`src/design/blpt_consts.vh`:
```
// Constants for the bulk list pointer tracking block.
// Overview of operation
// - After serving the current bulk descriptor, advance the current pointer to the next.
// - Each new frame resumes bulk processing at the stored current pointer.
// - At the end of the bulk list, examine the bulk list fill flag.
// - Fill flag clear at list end: leave the bulk pointers alone.
// - Fill flag set at list end: copy the head pointer to current, clear the flag.
// - Reading the current pointer returns the live value in use.
// - The current pointer resets to zero; zero means end of list.
// - Keep a done queue head holding the last completed descriptor address.
// - Periodically write the done queue head to the shared comm area.
// - On completion, store the old head into the descriptor, then take its address.
// - After writing the head to the comm area, clear the head register to zero.
`ifndef BLPT_CONSTS_VH
`define BLPT_CONSTS_VH
`define BLPT_OFS_BULK_CUR 8'h2C
`define BLPT_OFS_DONE_HEAD 8'h30
`define BLPT_OFS_BULK_HEAD 8'h28
`define BLPT_OFS_CMD_STAT 8'h08
`define BLPT_OFS_CONTROL 8'h04
`define BLPT_OFS_WB_PERIOD 8'h40
`define BLPT_BIT_FILL 1
`define BLPT_BIT_RUN 5
`define BLPT_PTR_LSB 4
`define BLPT_WB_PERIOD_RST 16'h0100
`endif

```
`src/design/blpt_ptr_reg.v`:
```
// Aligned pointer register with synchronous load and asynchronous clear.
`timescale 1ns/1ns
`include "blpt_consts.vh"
module blpt_ptr_reg
(
  input wire clk_sys_i, // System clock.
  input wire arst_n_i, // Asynchronous reset, active low.
  input wire load_i, // Load strobe.
  input wire [31:0] data_i, // Value to load.
  output wire [31:0] ptr_o // Registered pointer.
);
  reg [27:0] ptr_ff;

  // Only the upper 28 bits are stored, so the low bits can never be nonzero.
  always @(posedge clk_sys_i or negedge arst_n_i)
  begin
    if (!arst_n_i)
      ptr_ff <= 28'h0000000;
    else if (load_i)
      ptr_ff <= data_i[31:`BLPT_PTR_LSB];
  end

  assign ptr_o = {ptr_ff, 4'h0};
endmodule

```
`src/design/blpt_top.v`:
```
// Bulk list pointer and done queue head tracking.
//
// Added by the designer: the address-and-strobe port.
`timescale 1ns/1ns
`include "blpt_consts.vh"
module blpt_top
#(
  parameter WB_PERIOD_W = 16
)
(
  input wire clk_sys_i, // System clock, 250 MHz.
  input wire arst_n_i, // Asynchronous reset, active low.
  input wire [7:0] reg_addr_i, // Register byte address.
  input wire [31:0] reg_wdata_i, // Register write data.
  input wire reg_wr_i, // Register write strobe.
  input wire reg_rd_i, // Register read strobe.
  output reg [31:0] reg_rdata_o, // Read data, one cycle after strobe.
  input wire ed_served_i, // Pulse: current bulk descriptor served.
  input wire [31:0] ed_next_i, // Next pointer of the served descriptor.
  input wire list_end_i, // Pulse: traversal found end of bulk list.
  input wire td_done_i, // Pulse: a transfer descriptor completed.
  input wire [31:0] td_addr_i, // Address of the completed descriptor.
  output reg td_link_we_o, // Pulse: write next pointer field.
  output reg [31:0] td_link_addr_o, // Descriptor whose next field is written.
  output reg [31:0] td_link_data_o, // Old done head stored in descriptor.
  output reg comm_we_o, // Pulse: write done head to comm area.
  output reg [31:0] comm_data_o, // Done head value for comm area.
  output wire [31:0] bulk_cur_o, // Live bulk current pointer.
  output wire bulk_run_o // Bulk list run bit.
);
  reg [31:0] control_ff;
  reg fill_ff;
  reg [27:0] head_ff;
  reg [27:0] done_ff;
  reg [WB_PERIOD_W-1:0] period_ff;
  reg [WB_PERIOD_W-1:0] wb_cnt_ff;
  reg cur_load;
  reg [31:0] cur_data;
  wire [31:0] cur_ptr;
  wire wb_tick;

  // Decoded write strobes, one per register.
  wire wr_cur;
  wire wr_cmd;
  wire wr_ctl;
  wire wr_head;
  wire wr_done;
  wire wr_period;

  // Address match used by both the write and read decoders.
  function hit;
    input [7:0] a;
    input [7:0] ofs;
    begin
      hit = (a == ofs);
    end
  endfunction

  assign bulk_run_o = control_ff[`BLPT_BIT_RUN];
  assign bulk_cur_o = cur_ptr;
  assign wb_tick = (wb_cnt_ff == {WB_PERIOD_W{1'b0}});

  // Write decode; each register process below then reads a single strobe.
  assign wr_cur = reg_wr_i && hit(reg_addr_i, `BLPT_OFS_BULK_CUR);
  assign wr_cmd = reg_wr_i && hit(reg_addr_i, `BLPT_OFS_CMD_STAT);
  assign wr_ctl = reg_wr_i && hit(reg_addr_i, `BLPT_OFS_CONTROL);
  assign wr_head = reg_wr_i && hit(reg_addr_i, `BLPT_OFS_BULK_HEAD);
  assign wr_done = reg_wr_i && hit(reg_addr_i, `BLPT_OFS_DONE_HEAD);
  assign wr_period = reg_wr_i && hit(reg_addr_i, `BLPT_OFS_WB_PERIOD);

  // Current pointer source; the pointer persists across frames, never reset per frame.
  always @*
  begin
    cur_load = 1'b0;
    cur_data = cur_ptr;
    if (wr_cur && !bulk_run_o)
    begin
      cur_load = 1'b1;
      cur_data = reg_wdata_i;
    end
    // A list end with the fill flag clear falls through; only a serve in the same cycle then moves the pointer.
    else if (list_end_i && fill_ff)
    begin
      cur_load = 1'b1;
      cur_data = {head_ff, 4'h0};
    end
    else if (ed_served_i)
    begin
      cur_load = 1'b1;
      cur_data = ed_next_i;
    end
  end

  blpt_ptr_reg u_cur
  (
    .clk_sys_i(clk_sys_i),
    .arst_n_i(arst_n_i),
    .load_i(cur_load),
    .data_i(cur_data),
    .ptr_o(cur_ptr)
  );

  // Control register. Only the run bit is used here; the other bits are plain
  // storage so that software reads back what it wrote.
  always @(posedge clk_sys_i or negedge arst_n_i)
  begin
    if (!arst_n_i)
      control_ff <= 32'h00000000;
    else if (wr_ctl)
      control_ff <= reg_wdata_i;
  end

  // Fill flag: software sets it and a list end clears it. A set in the cycle of the
  // clear wins, so work that software has just announced is never dropped.
  always @(posedge clk_sys_i or negedge arst_n_i)
  begin
    if (!arst_n_i)
      fill_ff <= 1'b0;
    else if (wr_cmd && reg_wdata_i[`BLPT_BIT_FILL])
      fill_ff <= 1'b1;
    else if (list_end_i && fill_ff)
      fill_ff <= 1'b0;
  end

  // Bulk head pointer; only the aligned part is kept.
  always @(posedge clk_sys_i or negedge arst_n_i)
  begin
    if (!arst_n_i)
      head_ff <= 28'h0000000;
    else if (wr_head)
      head_ff <= reg_wdata_i[31:`BLPT_PTR_LSB];
  end

  // Write-back period. A new value only takes effect at the next tick. The divider resets
  // to zero, so the first write-back comes in the first cycle after reset.
  always @(posedge clk_sys_i or negedge arst_n_i)
  begin
    if (!arst_n_i)
      period_ff <= `BLPT_WB_PERIOD_RST;
    else if (wr_period)
      period_ff <= reg_wdata_i[WB_PERIOD_W-1:0];
  end

  // Write-back divider: one tick every period plus one cycles.
  always @(posedge clk_sys_i or negedge arst_n_i)
  begin
    if (!arst_n_i)
      wb_cnt_ff <= {WB_PERIOD_W{1'b0}};
    else
      wb_cnt_ff <= wb_tick ? period_ff : wb_cnt_ff - 1'b1;
  end

  // Comm area write of the head as it stood at the tick.
  always @(posedge clk_sys_i or negedge arst_n_i)
  begin
    if (!arst_n_i)
    begin
      comm_we_o <= 1'b0;
      comm_data_o <= 32'h00000000;
    end
    else
    begin
      comm_we_o <= wb_tick;
      if (wb_tick)
        comm_data_o <= {done_ff, 4'h0};
    end
  end

  // Link write into the completed descriptor. In the tick cycle the old head is
  // leaving for the comm area, so the descriptor gets zero and ends the new queue.
  always @(posedge clk_sys_i or negedge arst_n_i)
  begin
    if (!arst_n_i)
    begin
      td_link_we_o <= 1'b0;
      td_link_addr_o <= 32'h00000000;
      td_link_data_o <= 32'h00000000;
    end
    else
    begin
      td_link_we_o <= td_done_i;
      if (td_done_i)
      begin
        td_link_addr_o <= {td_addr_i[31:`BLPT_PTR_LSB], 4'h0};
        td_link_data_o <= wb_tick ? 32'h00000000 : {done_ff, 4'h0};
      end
    end
  end

  // Done queue head; a completion in the tick cycle wins and starts the new queue.
  always @(posedge clk_sys_i or negedge arst_n_i)
  begin
    if (!arst_n_i)
      done_ff <= 28'h0000000;
    else if (td_done_i)
      done_ff <= td_addr_i[31:`BLPT_PTR_LSB];
    else if (wb_tick)
      done_ff <= 28'h0000000;
    else if (wr_done)
      done_ff <= reg_wdata_i[31:`BLPT_PTR_LSB];
  end

  // Read data one cycle after the strobe; unmapped addresses read zero.
  always @(posedge clk_sys_i or negedge arst_n_i)
  begin
    if (!arst_n_i)
      reg_rdata_o <= 32'h00000000;
    else if (reg_rd_i)
    begin
      if (hit(reg_addr_i, `BLPT_OFS_BULK_CUR))
        reg_rdata_o <= cur_ptr;
      else if (hit(reg_addr_i, `BLPT_OFS_DONE_HEAD))
        reg_rdata_o <= {done_ff, 4'h0};
      else if (hit(reg_addr_i, `BLPT_OFS_BULK_HEAD))
        reg_rdata_o <= {head_ff, 4'h0};
      else if (hit(reg_addr_i, `BLPT_OFS_CMD_STAT))
        reg_rdata_o <= {30'h00000000, fill_ff, 1'b0};
      else if (hit(reg_addr_i, `BLPT_OFS_CONTROL))
        reg_rdata_o <= control_ff;
      else if (hit(reg_addr_i, `BLPT_OFS_WB_PERIOD))
        reg_rdata_o <= {{(32-WB_PERIOD_W){1'b0}}, period_ff};
      else
        reg_rdata_o <= 32'h00000000;
    end
  end
endmodule

```
`config.mk`:
```
export PLATFORM = sky130hd
export DESIGN_NAME = blpt_top
export DESIGN_NICKNAME = d
export VERILOG_FILES = /design/src/design/blpt_ptr_reg.v /design/src/design/blpt_top.v
export VERILOG_INCLUDE_DIRS = /design/src /design/src/design
export SDC_FILE = /design/constraint.sdc
export NUM_CORES = 1
export LEC_CHECK = 0
export BUFFER_PORTS_ARGS = -buffer_cell sky130_fd_sc_hd__buf_2
export CORE_MARGIN = 1
export CORE_UTILIZATION = 45
export CTS_BUF_LIST = sky130_fd_sc_hd__clkbuf_16
export CTS_CLUSTER_SIZE = 12
export DETAILED_ROUTE_END_ITERATION = 16
export PLACE_DENSITY = 0.74
export SLEW_MARGIN = 10
export SYNTH_ARGS = -nofsm -noshare
export SYNTH_HDL_FRONTEND = slang
export SYNTH_SLANG_ARGS = --single-unit
```
`constraint.sdc`:
```
create_clock -name clk_sys_i -period 3.6 [get_ports clk_sys_i]
set_clock_uncertainty 0.2 [all_clocks]
set_input_delay 0.72 -clock clk_sys_i [delete_from_list [all_inputs] [get_ports clk_sys_i]]
set_output_delay 0.72 -clock clk_sys_i [all_outputs]
set_load 0.02 [all_outputs]
```
# --- Word level (Yosys, flattened, before mapping) ---
# Index checks and enable logic that the tools add are counted.
op_classes:
  eq_ne: 6
  add_sub_neg: 1
  reduce_logical: 15
  muxes: 19
op_table:
  columns: ["operator", "n"]
  rows:
  - ["two-way mux 32 bit", 9]
  - ["two-way mux 28 bit", 3]
  - ["two-way mux 16 bit", 2]
  - ["== test 8 x 6 -> 1 bit, second input constant", 3]
  - ["zero test 16 bit", 1]
  - ["subtractor 16 x 1 -> 16 bit, second input constant", 1]
  - ["logical AND 1 bit", 9]
  - ["== test 8 x 3 -> 1 bit, second input constant", 1]
  - ["== test 8 x 4 -> 1 bit, second input constant", 1]
  - ["== test 8 x 7 -> 1 bit, second input constant", 1]
  - ["nonzero test 3 bit", 2]
  - ["two-way mux 1 bit", 5]
  - ["AND reduction 2 bit", 1]
  - ["nonzero test 2 bit", 1]
  - ["zero test 1 bit", 1]
word_totals:
  output_inout_bits: 163
  input_bits: 111
  regBits: 271
  elab_cells: 54

# --- Longest topological paths before layout ---
# Gate-level depths: netlist of the first run.
logic_depth:
  ltp_word: 7
  mapped_depth: 7
  depth_no_buf: 6

# --- By module ---
# From an unflattened synthesis of the first run, not the netlist that was laid out.
unflattened:
  hier_cells: 1256
  area_unflattened_um2: 12903.6
by_module_without_submodules:
  columns: ["module", "area_each_um2", "n_inst", "cells_per_inst"]
  rows:
  - ["blpt_top", 11727.5, 1, 1192]
  - ["blpt_ptr_reg", 1176.1, 1, 64]

# --- Worst setup path after synthesis of the first run ---
# Ideal clock, no wire load.
synth_path:
  path_type: "in2reg"
  start: "in reg_addr_i[1]"
  end: "reg head_ff[10]"
  t_required_ps: 3275
  stages: 7
  setup_slack_ps: 813
  setup_time_ps: 125
  n_path_buf: 3
  arrival_time_ps: 2462
  path_cell_list: "or4_1 > clkbuf_1 > nor2_1 > and3_1 > buf_2 > buf_2 > mux2_2"
synth_via:
  elab_chain_cells: 2
synth_rtl:
  columns: ["item", "line_no", "source"]
  rows:
  - ["start, declared", "blpt_top.v:13", "input wire [7:0] reg_addr_i,"]
  - ["== test 8 x 6 -> 1 bit", "blpt_top.v:55", "hit = (a == ofs);"]
  - ["logical AND 1 bit", "blpt_top.v:67", "assign wr_head = reg_wr_i && hit(reg_addr_i, `BLPT_OFS_BULK_HEAD);"]
  - ["end signal, assigned", "blpt_top.v:131", "head_ff <= reg_wdata_i[31:`BLPT_PTR_LSB];"]
  - ["end, declared", "blpt_top.v:33", "reg [27:0] head_ff;"]
# No other way between the ends.
# A chain may end at the register's enable or synchronous reset.

# --- Final worst setup path of the first run ---
layout_path:
  start: "reg wb_cnt_ff[5]"
  end: "reg comm_data_o[28]"
layout_via:
  elab_chain_cells: 1
layout_rtl:
  columns: ["item", "line_no", "source"]
  rows:
  - ["start, declared", "blpt_top.v:36", "reg [WB_PERIOD_W-1:0] wb_cnt_ff;"]
  - ["start signal, assigned", "blpt_top.v:148", "wb_cnt_ff <= {WB_PERIOD_W{1'b0}};"]
  - ["start signal, assigned", "blpt_top.v:150", "wb_cnt_ff <= wb_tick ? period_ff : wb_cnt_ff - 1'b1;"]
  - ["zero test 16 bit", "blpt_top.v:61", "assign wb_tick = (wb_cnt_ff == {WB_PERIOD_W{1'b0}});"]
  - ["end signal, assigned", "blpt_top.v:165", "comm_data_o <= {done_ff, 4'h0};"]
  - ["end, declared", "blpt_top.v:27", "output reg [31:0] comm_data_o,"]
# No other way between the ends.

==> summary.md, run 1 <==
| Metric | Value |
|---|---|
| Yosys warning total | 0 |
| Synth Area in Compound Gates | 0.142 |
| Crit path DAT | 3.20 ns |
| Max-Slew Margin vs Limit | 0.323 |
| Pwr Density | 526 mW/mm^2 |
| CTS Buffer Depth | 3 |
| Vias in the first global route | 9638 |
| Worst slew pin tran | 1.01 ns |
| CP peak stage delay | 0.65 ns |
| Die area | 0.0282 mm^2 |
| Main synth FF type | dfrtp_1 |
| Worst-skew pair later-pin latency | 0.54 ns |
| Register bit total from synthesis | 267 |
| Clk sink count | 267 |
| Final worst path period share | 0.828 |
| Iter 0 DRT Violations | 822 |
| Final hold vios | 0 |
| Crit path time final | 2.98 ns |
| Reg2reg start | wb_cnt_ff[5]$_DFF_PN0_ |
| Mapped Cells | 1125 |
| WL/cell | 20.8 um |
| Rows | 60 |
| Status | finished, final reports clean |
| First-pass GRT wire length | 55700 um |
| Total negative slack | 0 ns |
| Commonest non-fill, non-tap cell in the layout | dfrtp_1 |
| Hold path start | list_end_i |
| Post-synthesis mux area share | 0.156 |
| Synth async-reset ratio | 1.00 |
| CP Depth | 5 |
| Post-DP HPWL | 24600 um |
| XOR/XNOR Fraction of Synth Area | 0.00777 |
| Die width | 168 um |
| Gpl congestion | 0.941 |
| Initial Util | 0.459 |
| Post-Place Cells | 1665 |
| CP startpoint kind | flop |
| Clock Tree Root | clkbuf_16 |
| Chip Height | 168 um |
| Post-synth EDFFs | 0 |
| Commonest non-fill, non-tap cells in the layout | dfrtp_1 (266), buf_2 (247), nand2_1 (120), o21ai_0 (120), mux2_2 (78) |
| Total Nets Final | 1468 |
| Via count | 9819 |
| Post-route DRC | 0 |
| Share of the synthesized area in the top cell type | 0.537 |
| Share of cells above drive strength 1 | 0.330 |
| H-tree Lvls | 1 |
| Worst path cell trace | or4_1 -> or3_4 -> or2_2 -> buf_12 -> mux2_4 |
| CP required | 3.82 ns |
| Synth top area cells | dfrtp_1 (54%), mux2_2 (7.1%), o21ai_0 (4.8%), mux2i_1 (4.7%), mux2_4 (3.9%) |
| Vias per cell | 5.71 |
| Synth-to-Final Area Change | 19.7% |
| Gr usage total | 0.256 |
| Simple-gate share of the synthesized area | 0.0945 |
| WHS Path Cells | 2 |
| Worst setup EP type | flop |
| Critical path origin | wb_cnt_ff[5]$_DFF_PN0_ |
| Largest family of logic cells by synthesized area | multiplexers |
| Gr ovfl total | 0 |
| Ports | 274 |
| Slowest cell on the critical path | or4_1 |
| VDD IR-drop max | 0.292 mV |
| CTS tree | done |
| Fin worst setup slack | 0.619 ns |
| Max cap viols | 0 |
| IO buf count | 249 |
| Post-Synth Adder-Cell Area | 0.00202 |
| Maximum clock frequency | 335 MHz |
| Post-DRT Antenna Nets | 0 |
| Non-Filler Instances | 1721 |
| Distinct cells, synth | 51 |
| Buf+Inv Stages, Crit Path | 1 |
| CTS Buf Count | 28 |
| Cell family with most CP delay | simple AND/OR/NAND/NOR gates |
| Syn avg cell area | 11.0 um^2 |
| Final Max Slew Viols | 0 |
| Filler instances | 2308 |
| Area leader, netlist | dfrtp_1 |
| Postcts setup bufs | 0 |
| Multi-input gate area | 0.00507 mm^2 |
| RSZ-0062 raised after global routing | no |
| Final-report setup violation count | 0 |
| Clk pin slew, worst setup/hold paths | 0.06 ns |
| Core Region | 0.0270 mm^2 |
| Pre-antenna DRT Iters | 5 |
| Leak | 7.22 nW |
| Mapped cell area | 0.0124 mm^2 |
| Storage cell area | 0.00668 mm^2 |
| Hold crit path type | in2reg |
| Setup Slack @ Placement | 0.598 ns |
| WS Path Type | reg2reg |
| Initial antenna violation count | 6 |
| Register area share after synthesis | 0.539 |
| Crit path max fanout | 32 |
| Worst-case reg-to-reg path depth | 5 |
| Largest net degree at the start of global routing | 97 |
| Routed WL | 35900 um |
-- state kept, by name, summed over array words and instances, names as in the netlist --
| register | count |
|---|---|
| td_link_we_o | 1 |
| comm_data_o | 28 |
| td_link_data_o | 28 |
| comm_we_o | 1 |
| td_link_addr_o | 28 |
| reg_rdata_o | 32 |
| u_cur.ptr_ff | 28 |
| done_ff | 28 |
| head_ff | 28 |
| control_ff | 32 |
| period_ff | 16 |
| wb_cnt_ff | 16 |
| fill_ff | 1 |
-- cell usage after synthesis, drive strengths merged (2+ instances only) --
cell     instances
mux2           110
xnor2            9
or3              4
xor2             2
nand2b           2
nand3           19
clkbuf          66
nand2          120
nor4b            3
mux2i           58
ha               2
o22ai           44
inv             63
buf             34
or4              5
nor2b            5
or2              2
nand4b           2
nor2            28
o221a           16
nor4bb           2
nor4             7
a22oi           17
o2bb2ai         14
a21oi           12
nor3            10
nand3b          28
a211oi          24
o21ai          125
a22o            12
dfrtp          266
a32oi            3
-- final cells by class --
cell class	count	area share
repair buffers	285	0.108
flip-flops and latches	267	0.450
clock buffers	29	0.0489
diodes	5	0.000843
inverters	63	0.0159
clock inverters	21	0.00565
multi-input cells	710	0.342
well taps	341	0.0287
-- cell families after synthesis --
family / after synthesis
muxes: 168
AOI/OAI and AO/OA: 273
xor gates and xnor gates: 11
buffers and inverters: 163
and+or+nand+nor: 240
other: 1
DFF: 267
adders and majority gates: 2
-- through the flow --
stage	area (um^2)	hold WS, ns	power [mW]	utilization
floorplan	12500	0.224	4.65	-
global placement	14000	0.267	5.19	0.519
detailed placement	14000	0.271	5.24	0.519
CTS	14800	0.188	7.86	0.549
global route	14800	0.214	8.16	0.549
finish	14800	0.214	7.81	0.549
-- path summary, 6_finish.rpt --
path / end / slack (ns)
max in group asynchronous: td_link_data_o[22]$_DFFE_PN0P_ / 1.79
setup / recovery: comm_data_o[28]$_DFFE_PN0P_ / 0.62
hold reg to reg: reg_rdata_o[15]$_DFFE_PN0P_ / 0.29
setup reg to reg: comm_data_o[28]$_DFFE_PN0P_ / 0.62
min in group asynchronous: reg_rdata_o[9]$_DFFE_PN0P_ / 0.53
hold / removal: fill_ff$_DFFE_PN0P_ / 0.21
-- layer usage --
metal / vias up / track usage / routed length [um]
met4: 2 / 0.106 / 1310
met2: 448 / 0.382 / 16100
met5: - / 0 / 13
met1: 4838 / 0.369 / 15500
met3: 80 / 0.0454 / 2980
li1: 4451 / - / -
-- what timing repair did --
action,CTS,global route
endpoints found under the setup margin,0,0
hold buffers,1,0
hold endpoints to repair,56,0
resized for setup,0,0
-- power breakdown --
group	switching (mW)	total [mW]	internal [mW]
Clock	1.16	2.60	1.44
Combinational	0.869	1.53	0.657
Sequential	0.319	3.68	3.37
(Power assumes the default switching activity.)
==> run 2, diff against run 1 <==
--- a/config.mk
+++ b/config.mk
@@ -6,13 +6,14 @@
 export SDC_FILE = /design/constraint.sdc
 export NUM_CORES = 1
 export LEC_CHECK = 0
+export ABC_AREA = 1
 export BUFFER_PORTS_ARGS = -buffer_cell sky130_fd_sc_hd__buf_2
 export CORE_MARGIN = 1
 export CORE_UTILIZATION = 45
 export CTS_BUF_LIST = sky130_fd_sc_hd__clkbuf_16
 export CTS_CLUSTER_SIZE = 12
 export DETAILED_ROUTE_END_ITERATION = 16
-export PLACE_DENSITY = 0.74
+export PLACE_DENSITY = 0.77
 export SLEW_MARGIN = 10
 export SYNTH_ARGS = -nofsm -noshare
 export SYNTH_HDL_FRONTEND = slang
==> constraint.sdc (replaced) <==
create_clock -name clk_sys_i -period 2.7 [get_ports clk_sys_i]
set_clock_uncertainty 0.2 [all_clocks]
set_input_delay 0.54 -clock clk_sys_i [delete_from_list [all_inputs] [get_ports clk_sys_i]]
set_output_delay 0.54 -clock clk_sys_i [all_outputs]
set_load 0.02 [all_outputs]
==> summary.md, run 2 <==
| Metric | Value |
|---|---|
| Register bit total from synthesis | 267 (unchanged) |
| Reg2reg start | wb_cnt_ff[0]$_DFF_PN0_ |
| Final hold vios | 0 (unchanged) |
| Mapped Cells | 1512 (+34%) |
| CTS Buffer Depth | 3 (unchanged) |
| Synth top area cells | dfrtp_1 (54%), nand2_1 (17%), o21ai_1 (4.2%), nand3_1 (4.2%), o21ai_0 (4.0%) |
| Pwr Density | 715 mW/mm^2 (+36%) |
| Post-DP HPWL | 27000 um (+10%) |
| Syn avg cell area | 8.08 um^2 (-27%) |
| RSZ-0062 raised after global routing | no |
| Total negative slack | 0 ns (unchanged) |
| Ports | 274 (unchanged) |
| R2R Path End | done_ff[0]$_DFFE_PN0P_ |
| Max cap viols | 0 (unchanged) |
| CP startpoint kind | flop |
| Final worst path period share | 0.796 (-0.0319) |
| Core Region | 0.0264 mm^2 (-2.5%) |
| Max-Slew Margin vs Limit | 0.438 (+0.114) |
| Sw frac | 0.299 (-0.00192) |
| Part of the power in combinational logic | 0.181 (-0.014) |
| Fin worst setup slack | 0.550 ns (-0.0686 ns) |
| Maximum clock frequency | 465 MHz (+39%) |
| Commonest non-fill, non-tap cell in the layout | nand2_1 |
| Via count | 11092 (+13%) |
| CP required | 2.90 ns (-0.92 ns) |
| Crit path time final | 2.15 ns (-0.831 ns) |
| Initial Util | 0.464 (+0.00505) |
| Gr ovfl total | 0 (unchanged) |
| First-pass GRT wire length | 60200 um (+8.0%) |
| CTS Buf Count | 28 (unchanged) |
| WS Path Type | reg2reg |
| Psw | 3.16 mW (+34%) |
| Die width | 167 um (-0.70%) |
| Final-report setup violation count | 0 (unchanged) |
| Worst setup EP type | flop |
| Worst-case reg-to-reg path depth | 8 (+3) |
| CP most frequent cell | nand2_1 |
| Crit path max fanout | 36 (+13%) |
| Worst path cell trace | inv_1 -> ha_1 -> nand2_1 -> nor2_1 -> nand2_1 -> o211ai_4 -> buf_4 -> o21ai_0 |
| Slowest cell on the critical path | dfrtp_1 |
| Crit path to | done_ff[0]$_DFFE_PN0P_ |
| VDD IR-drop max | 0.592 mV (+100%) |
| Finished Core Util | 0.560 (+0.0110) |
| PostCTS Resize Cnt | 0 (unchanged) |
| Mapped cell area | 0.0122 mm^2 (-1.4%) |
| Clk sink count | 267 (unchanged) |
| Post-DRT Antenna Nets | 0 (unchanged) |
| Final Cell Area | 0.0148 mm^2 (-0.53%) |
| Commonest non-fill, non-tap cells in the layout | nand2_1 (563), dfrtp_1 (266), buf_2 (248) |
| Clk network pwr share | 0.365 (+0.032) |
| Worst-skew pair later-pin latency | 0.54 ns (about the same) |
| Post-synth EDFFs | 0 (unchanged) |
| Post-synth top cells | nand2_1 (567), dfrtp_1 (266), o21ai_1 (103), nand3_1 (102), o21ai_0 (98) |
| Routed WL | 38000 um (+6.0%) |
| Cell with the most instances after synthesis | nand2_1 |
| Cell internal pwr | 7.40 mW (+36%) |
| Share of cells above drive strength 1 | 0.203 (-0.127) |
| Top sig layer | met5 |
| Vias per cell | 5.27 (-7.7%) |
| Distinct cells, synth | 33 (-35%) |
| Vias in the first global route | 10862 (+13%) |
| Yosys warning total | 0 (unchanged) |
| CTS tree | done |
| Die area | 0.0278 mm^2 (-1.4%) |
| Routed wl met2 | 18300 um (+14%) |
| Crit path DAT | 2.35 ns (-0.85 ns) |
| Total Nets Final | 1864 (+27%) |
| Sequential share of power | 0.454 (-0.018) |
| Final Max Slew Viols | 0 (unchanged) |
| Post-route DRC | 0 (unchanged) |
| Status | finished, final reports clean |
| CP peak stage delay | 0.37 ns (-0.28 ns) |
| Clk pin slew, worst setup/hold paths | 0.06 ns (about the same) |
| Critical path origin | wb_cnt_ff[0]$_DFF_PN0_ |
| Gpl congestion | 0.905 (-3.8%) |
| Gr usage total | 0.276 (+0.0197) |
| Synth async-reset ratio | 1.00 (unchanged) |
| Worst slew pin tran | 0.842 ns (-0.170 ns) |
| Hold crit path type | in2reg |
| Area leader, netlist | dfrtp_1 |
| Main synth FF type | dfrtp_1 |
| Metal3 WL | 2790 um (-6.5%) |
| Largest net degree at the start of global routing | 79 (-19%) |
| Share of the synthesized area in the top cell type | 0.545 (+0.00769) |
| WL/cell | 18.1 um (-13%) |
| Post-Place Cells | 2055 (+23%) |
| Leak | 7.93 nW (+9.9%) |
| Non-Filler Instances | 2106 (+22%) |
| Chip Height | 167 um (-0.70%) |
| Pre-antenna DRT Iters | 7 (+2) |
| Setup Slack @ Placement | 0.206 ns (-0.393 ns) |
| Rows | 59 (-1.7%) |
| Biggest regs | control_ff x32, reg_rdata_o x32 |
| Worst reg-to-reg setup slack | 0.55 ns (-0.07 ns) |
| H-tree Lvls | 1 (unchanged) |
| Initial antenna violation count | 6 (unchanged) |
| Register area share after synthesis | 0.547 (+0.00772) |
| Iter 0 DRT Violations | 893 (+8.6%) |
| Met1 wire length | 15400 um (-0.53%) |
| Synth-to-Final Area Change | 20.8% |
| Post-DP Area | 0.0139 mm^2 (-1.2%) |
| Clock Tree Root | clkbuf_16 |
| IO buf count | 249 (unchanged) |
-- run 2: layout make-up --
| class | instances | area, um^2 |
|---|---|---|
| multi-input combinational | 1059 | 4720 |
| antenna | 4 | 10.0 |
| clock buffer | 29 | 726 |
| clock inverter | 17 | 169 |
| timing repair buffer | 291 | 1650 |
| fill | 2346 | 11600 |
| inverter | 104 | 390 |
| tap | 335 | 419 |
| sequential | 267 | 6680 |
-- run 2: cell families after synthesis --
logic type | count (synthesis) | share of synthesized area
and+or+nand+nor | 782 | 0.259
other | 1 | 0.000307
AOI/OAI and AO/OA | 250 | 0.112
DFF | 267 | 0.547
buffers and inverters | 201 | 0.0732
xor gates and xnor gates | 9 | 0.00645
adders and majority gates | 2 | 0.00205
-- run 2: critical path, delay by kind of cell, from the launching register on --
kind                     cells  cell delay [ns]
AND/OR/NAND/NOR              3             0.38
AO/OA/AOI/OAI                2             0.29
buffers and inverters        2             0.51
adder cells (fa/ha/maj)      1             0.24
flip-flops                   1             0.37
-- run 2: worst min-delay path by stage --
stage                                         from                              to  slack, ns  cells past startpoint
CTS                                  td_addr_i[19]  td_link_addr_o[19]$_DFFE_PN0P_       0.02                      3
global placement    td_link_addr_o[16]$_DFFE_PN0P_  td_link_addr_o[16]$_DFFE_PN0P_       0.25                      2
global route                         td_addr_i[19]  td_link_addr_o[19]$_DFFE_PN0P_       0.04                      3
floorplan                                 arst_n_i     comm_data_o[10]$_DFFE_PN0P_       0.04                      0
detailed placement   td_link_addr_o[8]$_DFFE_PN0P_   td_link_addr_o[8]$_DFFE_PN0P_       0.25                      2
finish                               td_addr_i[19]  td_link_addr_o[19]$_DFFE_PN0P_       0.03                      3
-- run 2: power groups by stage --
stage / Clock, mW / Sequential, mW / Combinational (mW)
after global routing: 4.03 / 4.84 / 2.12
after detailed placement: 0 / 4.85 / 1.91
after CTS: 3.88 / 4.79 / 1.92
after global placement: 0 / 4.84 / 1.86
final: 3.85 / 4.80 / 1.91
after floorplan: 0 / 5.09 / 0.911
-- run 2: layer usage --
layer | GRT usage | up-vias
met5 | 0 | -
met4 | 0.111 | 4
met3 | 0.0528 | 97
met2 | 0.459 | 469
met1 | 0.355 | 5244
li1 | - | 5278
-- run 2: timing repair --
| item | in CTS | in global routing |
|---|---|---|
| hold buffers | 1 | 0 |
| endpoints found under the hold margin | 63 | 0 |
| setup buffers | 0 | 0 |
-- run 2: per-stage QoR --
stage	total power, mW	hold WS, ns
2_1_floorplan	6.00	0.0444
3_3_place_gp	6.69	0.249
3_5_place_dp	6.76	0.254
4_1_cts	10.6	0.0180
5_1_grt	11.0	0.0369
6_report	10.6	0.0273
